[src/hw/pfb_pkg.sv]
// Constants, types and timing figures for the parallel flash bus host controller
// Summary of operation
// - Host keeps upper page bits fixed and varies only low bits for page reads.
// - Host drives write strobe and chip select low with output gate high for writes.
// - In shortened program mode a word program takes two write cycles, not four.
// - Host applies high voltage only during accelerated programming.
// - Identifier reads use the same read cycle timing as array reads.
// - First read after standby is allowed the full select access time.
// - Host should reissue an operation interrupted by hardware reset; pfb_host does not, and leaves this to its caller.
package pfb_pkg;

  localparam int CLK_PERIOD_NS = 25;
  // Bus timing figures in ns
  localparam int ADDR_ACCESS_TIME_NS = 100;
  localparam int PAGE_ACCESS_TIME_NS = 30;
  localparam int WE_LOW_NS = 40;
  localparam int WE_HIGH_NS = 30;
  localparam int RESET_PULSE_MIN_NS = 500;
  localparam int RESET_RECOVERY_NS = 50;

  localparam int CNT_W = 8;

  function automatic logic [CNT_W-1:0] ns_to_cyc(input int ns);
    int c;
    c = (ns + CLK_PERIOD_NS - 1) / CLK_PERIOD_NS;
    if (c < 1) begin
      c = 1;
    end
    return c[CNT_W-1:0];
  endfunction

  localparam logic [CNT_W-1:0] ACC_CYC = ns_to_cyc(ADDR_ACCESS_TIME_NS);
  localparam logic [CNT_W-1:0] PACC_CYC = ns_to_cyc(PAGE_ACCESS_TIME_NS);
  localparam logic [CNT_W-1:0] WE_LOW_CYC = ns_to_cyc(WE_LOW_NS);
  localparam logic [CNT_W-1:0] WE_HIGH_CYC = ns_to_cyc(WE_HIGH_NS);
  localparam logic [CNT_W-1:0] RST_LOW_CYC = ns_to_cyc(RESET_PULSE_MIN_NS);
  localparam logic [CNT_W-1:0] RST_REC_CYC = ns_to_cyc(RESET_RECOVERY_NS);
  localparam logic [CNT_W-1:0] CNT_ONE = 8'h01;

  // Addresses are byte form: bit 0 is the byte-lane address, bits 22:1 the word address
  localparam int UADDR_W = 23;
  localparam int PIN_ADDR_W = 22;
  localparam int DATA_W = 16;
  localparam int BYTE_W = 8;
  localparam int PAGE_LSB = 3;
  localparam int SECTOR_LSB = 16;
  localparam int SECTOR_W = 7;
  localparam int TOP_DQ = 15;

  localparam int WBUF_DEPTH = 16;
  localparam int WBUF_AW = 4;
  localparam logic [WBUF_AW:0] WBUF_FULL = 5'h10;

  // Command sequence words; command addresses are given as word addresses
  localparam logic [PIN_ADDR_W-1:0] CMD_ADDR1 = 22'h000555;
  localparam logic [PIN_ADDR_W-1:0] CMD_ADDR2 = 22'h0002aa;
  localparam logic [DATA_W-1:0] CMD_UNLOCK1 = 16'h00aa;
  localparam logic [DATA_W-1:0] CMD_UNLOCK2 = 16'h0055;
  localparam logic [DATA_W-1:0] CMD_PROGRAM = 16'h00a0;

  localparam logic [2:0] PROG_STEPS_FULL = 3'h4;
  localparam logic [2:0] PROG_STEPS_SHORT = 3'h2;

  typedef enum logic [2:0] {
    OP_READ,
    OP_WRITE,
    OP_PROGRAM,
    OP_BUF_LOAD,
    OP_BUF_FLUSH,
    OP_RESET
  } pfb_op_t;

  typedef struct packed {
    pfb_op_t op;
    logic [UADDR_W-1:0] addr;
    logic [DATA_W-1:0] wdata;
  } pfb_req_t;

  typedef struct packed {
    logic ce_n;
    logic oe_n;
    logic we_n;
    logic reset_n;
    logic accel_hv;
    logic [PIN_ADDR_W-1:0] addr;
    logic [DATA_W-1:0] dq_out;
    logic [DATA_W-1:0] dq_oe;
  } pfb_pins_t;

  function automatic logic [SECTOR_W-1:0] sector_index(input logic [UADDR_W-1:0] a);
    return a[SECTOR_LSB +: SECTOR_W];
  endfunction

  function automatic logic [UADDR_W-1:0] cmd_uaddr(input logic [PIN_ADDR_W-1:0] w);
    return {w, 1'b0};
  endfunction

endpackage : pfb_pkg

[src/hw/pfb_host.sv]
// Host-side bus sequencer for an asynchronous parallel NOR flash
module pfb_host (
  // Clock and reset
  input wire logic core_clk,
  input wire logic rst,
  // Request port
  input wire logic req_valid,
  output logic req_ready,
  input wire pfb_pkg::pfb_req_t req,
  // Answer port
  output logic rsp_valid,
  output logic [pfb_pkg::DATA_W-1:0] rsp_data,
  output logic [pfb_pkg::SECTOR_W-1:0] rsp_sector,
  // Mode controls
  input wire logic byte_mode,
  input wire logic bypass_mode,
  input wire logic accel_req,
  // Flash pins
  output pfb_pkg::pfb_pins_t pins,
  input wire logic [pfb_pkg::DATA_W-1:0] dq_in
);
  import pfb_pkg::*;

  typedef enum logic [2:0] {
    ST_IDLE,
    ST_RD,
    ST_WR_SET,
    ST_WR_LO,
    ST_WR_END,
    ST_BUF_RD,
    ST_BUF_LD,
    ST_RST
  } pfb_state_t;

  pfb_state_t state_ff, nxt_state;
  pfb_pins_t pins_ff, nxt_pins;
  logic [CNT_W-1:0] cnt_ff, nxt_cnt;
  logic rst_rec_ff, nxt_rst_rec;
  logic page_valid_ff, nxt_page_valid;
  logic [UADDR_W-PAGE_LSB-1:0] page_ff, nxt_page;
  logic [2:0] step_ff, nxt_step;
  logic [2:0] steps_ff, nxt_steps;
  logic flush_ff, nxt_flush;
  logic [WBUF_AW:0] fill_ff, nxt_fill;
  logic [WBUF_AW:0] idx_ff, nxt_idx;
  logic [UADDR_W-1:0] base_ff, nxt_base;
  logic [DATA_W-1:0] wdata_ff, nxt_wdata;
  logic rsp_valid_ff, nxt_rsp_valid;
  logic [DATA_W-1:0] rsp_data_ff, nxt_rsp_data;
  logic [SECTOR_W-1:0] rsp_sector_ff, nxt_rsp_sector;
  logic buf_wr_en;
  logic [DATA_W-1:0] buf_rd_data;

  // Places an address and write data on the pins; in byte mode the top data pin is the byte address
  function automatic pfb_pins_t drive_bus(input pfb_pins_t p, input logic [UADDR_W-1:0] a,
                                          input logic [DATA_W-1:0] d, input logic bmode, input logic wr);
    pfb_pins_t r;
    r = p;
    r.addr = a[UADDR_W-1:1];
    if (bmode) begin
      r.dq_out = {a[0], 7'h00, d[BYTE_W-1:0]};
      r.dq_oe = {1'b1, 7'h00, {BYTE_W{wr}}};
    end else begin
      r.dq_out = d;
      r.dq_oe = {DATA_W{wr}};
    end
    return r;
  endfunction

  // Address and data of one step of the word program sequence
  function automatic logic [UADDR_W+DATA_W-1:0] prog_step(input logic [2:0] step, input logic [2:0] steps,
                                                          input logic [UADDR_W-1:0] a, input logic [DATA_W-1:0] d);
    logic [2:0] s;
    s = step + (PROG_STEPS_FULL - steps);
    unique case (s)
      3'h0: return {cmd_uaddr(CMD_ADDR1), CMD_UNLOCK1};
      3'h1: return {cmd_uaddr(CMD_ADDR2), CMD_UNLOCK2};
      3'h2: return {cmd_uaddr(CMD_ADDR1), CMD_PROGRAM};
      default: return {a, d};
    endcase
  endfunction

  logic page_hit;
  logic shortened;
  logic [UADDR_W-1:0] flush_addr;
  logic [UADDR_W+DATA_W-1:0] step_word;
  logic [UADDR_W+DATA_W-1:0] first_word;

  assign page_hit = page_valid_ff && !pins_ff.ce_n && (page_ff == req.addr[UADDR_W-1:PAGE_LSB]);
  assign shortened = bypass_mode || accel_req;
  assign flush_addr = base_ff + (byte_mode ? UADDR_W'(idx_ff) : UADDR_W'({idx_ff, 1'b0}));
  assign step_word = prog_step(step_ff, steps_ff, base_ff, wdata_ff);
  // Opening strobe of a program: the first command word, or the program command word in the shortened form
  assign first_word = prog_step(3'h0, shortened ? PROG_STEPS_SHORT : PROG_STEPS_FULL, req.addr, req.wdata);
  assign req_ready = (state_ff == ST_IDLE) && !(req.op == OP_BUF_LOAD && fill_ff == WBUF_FULL);
  assign buf_wr_en = req_valid && req_ready && (req.op == OP_BUF_LOAD);

  always_comb begin
    nxt_state = state_ff;
    nxt_pins = pins_ff;
    nxt_cnt = cnt_ff;
    nxt_rst_rec = rst_rec_ff;
    nxt_page_valid = page_valid_ff;
    nxt_page = page_ff;
    nxt_step = step_ff;
    nxt_steps = steps_ff;
    nxt_flush = flush_ff;
    nxt_fill = fill_ff;
    nxt_idx = idx_ff;
    nxt_base = base_ff;
    nxt_wdata = wdata_ff;
    nxt_rsp_valid = 1'b0;
    nxt_rsp_data = rsp_data_ff;
    nxt_rsp_sector = rsp_sector_ff;
    unique case (state_ff)
      ST_IDLE: begin
        if (req_valid && req_ready) begin
          nxt_rsp_sector = sector_index(req.addr);
          nxt_base = req.addr;
          nxt_wdata = req.wdata;
          nxt_step = 3'h0;
          nxt_flush = 1'b0;
          unique case (req.op)
            OP_READ: begin
              // Identifier reads go through here too, with array read timing
              nxt_pins = drive_bus(pins_ff, req.addr, '0, byte_mode, 1'b0);
              nxt_pins.ce_n = 1'b0;
              nxt_pins.oe_n = 1'b0;
              nxt_pins.we_n = 1'b1;
              nxt_cnt = page_hit ? PACC_CYC : ACC_CYC;
              nxt_state = ST_RD;
            end
            OP_WRITE, OP_PROGRAM: begin
              nxt_steps = (req.op == OP_WRITE) ? 3'h1 : (shortened ? PROG_STEPS_SHORT : PROG_STEPS_FULL);
              nxt_pins = (req.op == OP_WRITE) ? drive_bus(pins_ff, req.addr, req.wdata, byte_mode, 1'b1)
                : drive_bus(pins_ff, first_word[UADDR_W+DATA_W-1:DATA_W], first_word[DATA_W-1:0], byte_mode, 1'b1);
              nxt_pins.accel_hv = (req.op == OP_PROGRAM) && accel_req;
              nxt_page_valid = 1'b0;
              nxt_pins.ce_n = 1'b0;
              nxt_pins.oe_n = 1'b1;
              nxt_pins.we_n = 1'b1;
              nxt_cnt = WE_HIGH_CYC;
              nxt_state = ST_WR_SET;
            end
            OP_BUF_LOAD: begin
              nxt_fill = fill_ff + 1'b1;
            end
            OP_BUF_FLUSH: begin
              nxt_page_valid = 1'b0;
              nxt_idx = '0;
              nxt_flush = 1'b1;
              nxt_steps = 3'h1;
              nxt_pins.accel_hv = accel_req;
              nxt_state = (fill_ff == '0) ? ST_WR_END : ST_BUF_RD;
            end
            OP_RESET: begin
              // Aborts whatever the device is doing; the caller reissues it afterwards
              nxt_page_valid = 1'b0;
              nxt_pins = drive_bus(pins_ff, req.addr, '0, byte_mode, 1'b0);
              nxt_pins.reset_n = 1'b0;
              nxt_pins.ce_n = 1'b1;
              nxt_pins.oe_n = 1'b1;
              nxt_pins.we_n = 1'b1;
              nxt_pins.accel_hv = 1'b0;
              nxt_cnt = RST_LOW_CYC;
              nxt_rst_rec = 1'b0;
              nxt_state = ST_RST;
            end
            default: begin
              nxt_state = ST_IDLE;
            end
          endcase
        end
      end
      ST_RD: begin
        nxt_cnt = cnt_ff - 1'b1;
        if (cnt_ff == CNT_ONE) begin
          nxt_rsp_data = byte_mode ? {8'h00, dq_in[BYTE_W-1:0]} : dq_in;
          nxt_rsp_valid = 1'b1;
          // Chip select stays low so the next read in this page is a fast one
          nxt_pins.oe_n = 1'b1;
          nxt_page_valid = 1'b1;
          nxt_page = base_ff[UADDR_W-1:PAGE_LSB];
          nxt_state = ST_IDLE;
        end
      end
      ST_WR_SET: begin
        nxt_cnt = cnt_ff - 1'b1;
        if (cnt_ff == CNT_ONE) begin
          nxt_pins.we_n = 1'b0;
          nxt_cnt = WE_LOW_CYC;
          nxt_state = ST_WR_LO;
        end
      end
      ST_WR_LO: begin
        nxt_cnt = cnt_ff - 1'b1;
        if (cnt_ff == CNT_ONE) begin
          nxt_pins.we_n = 1'b1;
          nxt_step = step_ff + 1'b1;
          nxt_state = ST_WR_END;
        end
      end
      ST_WR_END: begin
        // One cycle of data hold after the strobe rises
        if (flush_ff && idx_ff + 1'b1 < fill_ff) begin
          nxt_idx = idx_ff + 1'b1;
          nxt_state = ST_BUF_RD;
        end else if (!flush_ff && step_ff < steps_ff) begin
          nxt_pins = drive_bus(pins_ff, step_word[UADDR_W+DATA_W-1:DATA_W], step_word[DATA_W-1:0],
                               byte_mode, 1'b1);
          nxt_cnt = WE_HIGH_CYC;
          nxt_state = ST_WR_SET;
        end else begin
          // Chip select may rise now; the device finishes the operation by itself
          nxt_pins.ce_n = 1'b1;
          nxt_pins.dq_oe = byte_mode ? {1'b1, 15'h0000} : '0;
          nxt_pins.accel_hv = 1'b0;
          if (flush_ff) begin
            nxt_fill = '0;
          end
          nxt_rsp_valid = 1'b1;
          nxt_state = ST_IDLE;
        end
      end
      ST_BUF_RD: begin
        nxt_state = ST_BUF_LD;
      end
      ST_BUF_LD: begin
        nxt_pins = drive_bus(pins_ff, flush_addr, buf_rd_data, byte_mode, 1'b1);
        nxt_pins.ce_n = 1'b0;
        nxt_pins.oe_n = 1'b1;
        nxt_cnt = WE_HIGH_CYC;
        nxt_state = ST_WR_SET;
      end
      ST_RST: begin
        nxt_cnt = cnt_ff - 1'b1;
        if (cnt_ff == CNT_ONE) begin
          if (!rst_rec_ff) begin
            nxt_pins.reset_n = 1'b1;
            nxt_cnt = RST_REC_CYC;
            nxt_rst_rec = 1'b1;
          end else begin
            // Device is back in array read; plain reads work without a command
            nxt_rsp_valid = 1'b1;
            nxt_state = ST_IDLE;
          end
        end
      end
      default: begin
        nxt_state = ST_IDLE;
      end
    endcase
  end

  always_ff @(posedge core_clk) begin
    if (rst) begin
      state_ff <= ST_IDLE;
      pins_ff <= '{ce_n: 1'b1, oe_n: 1'b1, we_n: 1'b1, reset_n: 1'b1, accel_hv: 1'b0,
                   addr: '0, dq_out: '0, dq_oe: '0};
      cnt_ff <= '0;
      rst_rec_ff <= 1'b0;
      page_valid_ff <= 1'b0;
      page_ff <= '0;
      step_ff <= '0;
      steps_ff <= '0;
      flush_ff <= 1'b0;
      fill_ff <= '0;
      idx_ff <= '0;
      base_ff <= '0;
      wdata_ff <= '0;
      rsp_valid_ff <= 1'b0;
      rsp_data_ff <= '0;
      rsp_sector_ff <= '0;
    end else begin
      state_ff <= nxt_state;
      pins_ff <= nxt_pins;
      cnt_ff <= nxt_cnt;
      rst_rec_ff <= nxt_rst_rec;
      page_valid_ff <= nxt_page_valid;
      page_ff <= nxt_page;
      step_ff <= nxt_step;
      steps_ff <= nxt_steps;
      flush_ff <= nxt_flush;
      fill_ff <= nxt_fill;
      idx_ff <= nxt_idx;
      base_ff <= nxt_base;
      wdata_ff <= nxt_wdata;
      rsp_valid_ff <= nxt_rsp_valid;
      rsp_data_ff <= nxt_rsp_data;
      rsp_sector_ff <= nxt_rsp_sector;
    end
  end

  pfb_wbuf u_wbuf (
    .core_clk(core_clk),
    .wr_en(buf_wr_en),
    .wr_addr(fill_ff[WBUF_AW-1:0]),
    .wr_data(req.wdata),
    .rd_addr(idx_ff[WBUF_AW-1:0]),
    .rd_data(buf_rd_data)
  );

  assign pins = pins_ff;
  assign rsp_valid = rsp_valid_ff;
  assign rsp_data = rsp_data_ff;
  assign rsp_sector = rsp_sector_ff;

endmodule // pfb_host

[src/hw/pfb_wbuf.sv]
// Small word store that holds the data of one buffered program
module pfb_wbuf (
  // Clock
  input wire logic core_clk,
  // Write side
  input wire logic wr_en,
  input wire logic [pfb_pkg::WBUF_AW-1:0] wr_addr,
  input wire logic [pfb_pkg::DATA_W-1:0] wr_data,
  // Read side
  input wire logic [pfb_pkg::WBUF_AW-1:0] rd_addr,
  output logic [pfb_pkg::DATA_W-1:0] rd_data
);
  import pfb_pkg::*;

  logic [DATA_W-1:0] mem_ff [WBUF_DEPTH];
  logic [DATA_W-1:0] rd_data_ff;

  // No reset: contents are only read after they are written
  always_ff @(posedge core_clk) begin
    if (wr_en) begin
      mem_ff[wr_addr] <= wr_data;
    end
    rd_data_ff <= mem_ff[rd_addr];
  end

  assign rd_data = rd_data_ff;

endmodule // pfb_wbuf

[config.mk]
export PLATFORM = sky130hd
export DESIGN_NAME = pfb_host
export DESIGN_NICKNAME = d
export VERILOG_FILES = /design/src/hw/pfb_pkg.sv /design/src/hw/pfb_host.sv /design/src/hw/pfb_wbuf.sv
export SDC_FILE = /design/constraint.sdc
export NUM_CORES = 1
export LEC_CHECK = 0
export BUFFER_PORTS_ARGS = -buffer_cell sky130_fd_sc_hd__buf_2
export CORE_MARGIN = 5
export CORE_UTILIZATION = 32
export DETAILED_ROUTE_END_ITERATION = 8
export GPL_TIMING_DRIVEN = 0
export PLACE_DENSITY_LB_ADDON = 0.1
export SLEW_MARGIN = 15
export SYNTH_ARGS = -nofsm -noshare
export SYNTH_HDL_FRONTEND = slang
export SYNTH_HIERARCHICAL = 1
export SYNTH_SLANG_ARGS = --single-unit
[constraint.sdc]
create_clock -name core_clk -period 4.5 [get_ports core_clk]
set_input_delay 0.9 -clock core_clk [delete_from_list [all_inputs] [get_ports core_clk]]
set_output_delay 0.9 -clock core_clk [all_outputs]
set_load 0.01 [all_outputs]
==> reports/results.tsv <==
metric	value	unit
drv_cap	0	
first_global_vias	13100	
crit_start	byte_mode	
synth_warnings	6	
pin_count	148	
cts_resized	0	
clockRootBuffer	clkbuf_16	
core	56400	sq um
post_cts_buffers	0	
clock_latency	0.59	ns
synth_top_family_by_area	compound AO/OA/AOI/OAI gates	
setup_ws	0.433	ns
start_kind	input port	
grt_max_degree	19	
synth-main-ff-cell	edfxtp_1	
slew_headroom	0.296	
synthSimpleGateAreaFrac	0.116	
ys_seq_area_frac	0.607	
dieArea	61800	sq um
clk_pin_slew	0.06	ns
synth_mux_area_frac	0.0899	
peakVddDrop	287	uV
fin_area	21700	sq um
hold_path_startpoint	rsp_data[8]$_SDFFE_PP0P_	
via_per_inst	5.21	
std_cell_rows	87	
synth-adder-area-share	0.0159	
start_util	0.323	
setup_viol	0	
syn_inst	1487	
power_density	440	nW/um^2
postPlaceCellArea	20200	sq um
dp_hpwl	41700	microns
die_w	249	microns
hold_violations	0	
ys_seq_elements	424	
fmax	0.246	GHz
nFillCells	5562	
ys_types	72	
grt_pass1_wl	86900	microns
cts_buffer_depth	3	
p_total	9560	uW
p_leak	0.00742	uW
die_h	249	microns
synth_compound_area_frac	0.116	
track_usage	0.183	
seq_area	11100	sq um
finalCritPeriodShare	0.904	
endpoint_kind	register	
hold_path.class	reg2reg	
cp.required	4.93	ns
route.detailed.drc	0	
drt_first_pass_iters	6	
place_ws	-0.130	ns
fin_skew	0.0119	ns
post-route-util	0.385	
routed_wl	58100	microns
synth_edf_count	256	
area_delta_synth_final	19.2	%
syn_area	18200	sq um
status	finished, final reports clean	
drive_gt1_frac	0.203	
cts_buffers	48	
cp.arrival	4.50	ns
cts.sinks	424	
cts_tree	built	
synth_nets	1573	
yosys.area_share.xor_xnor	0.0197	
synth-async-reset-ratio	0	
worstReg2RegStart	state_ff[1]$_SDFFE_PP0P_	
portBuffers	144	
worst_pin_slew	1.06	ns
multi_input_area	6580	sq um
antenna_left	0	
grt.overflow.total	0	
drtIter0Drc	1030	
ctsHoldBuffers	0	
gp_congestion	0.886	
wire_per_inst	23.3	microns
crit_fanout	10	
fin_nets	1786	
rsz0062_at_grt	no	
syn_avg_cell_area	12.2	sq um
finalCriticalPeriod	4.07	ns
antenna_found_initial	3	
crit_type	in2reg	
cts.htree.levels	2	
slew_violations	0	
vias	13000	
==> through the flow <==
stage	TNS, ns	cells	hold slack [ns]
2_1_floorplan	0	1487	0.433
3_3_place_gp	-133.89	2387	0.437
3_5_place_dp	-0.202	2406	0.443
4_1_cts	0	2492	0.451
5_1_grt	0	2493	0.472
6_report	0	2496	0.451
==> report_power, final <==
group          leakage (uW)  total [uW]  internal (uW)  switching, uW
clock network      0.000756        3840           2230           1610
logic               0.00299        1310            448            858
registers           0.00367        4410           4270            143
==> placed cells by master (no fill, tap or decap), drive strengths merged, types with 29 or more instances in the layout <==
cell type    n
a21oi      132
a22oi       39
buf        207
clkbuf     136
dfxtp      168
edfxtp     256
inv         30
mux4        64
nand2      212
nor2        97
nor3        29
o21ai       42
==> cell usage after synthesis, types with 7 or more instances <==
library cell	instances	area (sq um)
ha_1	20	250
dfxtp_1	168	3360
nor2_1	97	364
nand2b_1	13	81.3
or3_1	10	62.6
a22oi_1	39	293
buf_2	8	40.0
buf_4	23	173
inv_1	28	105
a221o_1	10	100
a211oi_1	22	165
nor3_1	29	145
a21oi_1	132	661
a31oi_1	7	43.8
and2_1	9	56.3
buf_1	9	33.8
a221oi_1	8	70.1
nand4_1	8	50.1
nor2b_1	7	43.8
nand3b_1	14	105
edfxtp_1	256	7690
nand3_1	18	90.1
o21ai_0	41	205
xor2_1	13	114
mux2i_1	9	90.1
mux4_2	54	1220
a311oi_1	11	96.3
nand2_1	212	796
clkbuf_1	68	255
a222oi_1	7	70.1
xnor2_1	28	245
mux4_1	10	263
==> flip-flops by register name (all words and copies together), names as in the netlist, 3 cells and up <==
name            flops
page_ff            20
cnt_ff              8
steps_ff            3
pins               46
rsp_data           16
wdata_ff           16
base_ff            23
u_wbuf/mem_ff     256
u_wbuf/rd_data     16
idx_ff              5
step_ff             3
fill_ff             5
state_ff            3
==> final cells by class <==
type / instances / area share
Clock buffer: 68 / 0.0629
Clock inverter: 18 / 0.00824
Timing Repair Buffer: 163 / 0.0426
Inverter: 28 / 0.00484
Sequential cell: 424 / 0.509
Buffer: 112 / 0.0252
Antenna cell: 4 / 0.000461
Tap cell: 756 / 0.0436
Multi-Input combinational cell: 923 / 0.303
==> worst paths after layout <==
kind                                                  endpoint  slack (ns)  cells past startpoint
worst max register to register  u_wbuf/mem_ff[3][12]$_DFFE_PP_        0.89                      8
worst max-delay path                     pins[42]$_SDFFE_PP0P_        0.43                     12
worst min register to register        rsp_data[8]$_SDFFE_PP0P_        0.45                      2
worst min-delay path                  rsp_data[8]$_SDFFE_PP0P_        0.45                      2
==> metal layers <==
| metal | GRT usage | wire length (microns) |
|---|---|---|
| met1 | 0.248 | 26000 |
| met3 | 0.0292 | 2720 |
| met4 | 0.0574 | 1690 |
| met2 | 0.302 | 27700 |
| met5 | 0 | 0 |
==> worst max-delay path, cell delays in order <==
cell       delay [ns]
clkbuf_1         0.45
buf_1            0.63
mux2i_1          0.38
inv_1            0.08
ha_1             0.30
a211o_1          0.36
a2111oi_2        0.41
buf_2            0.28
nor3b_1          0.08
xor2_1           0.18
a21oi_1          0.31
nor3_1           0.10
==> cell families (layout without fill, tap and decap cells) <==
family / Yosys count / in the layout
AOI/OAI and AO/OA: 327 / 327
muxes: 79 / 79
xor gates and xnor gates: 41 / 41
and+or+nand+nor: 454 / 454
buffers and inverters: 140 / 389
DFF: 424 / 424
adders and majority gates: 22 / 22
other: 0 / 4
No activity file was read; power rests on OpenSTA's default activity.
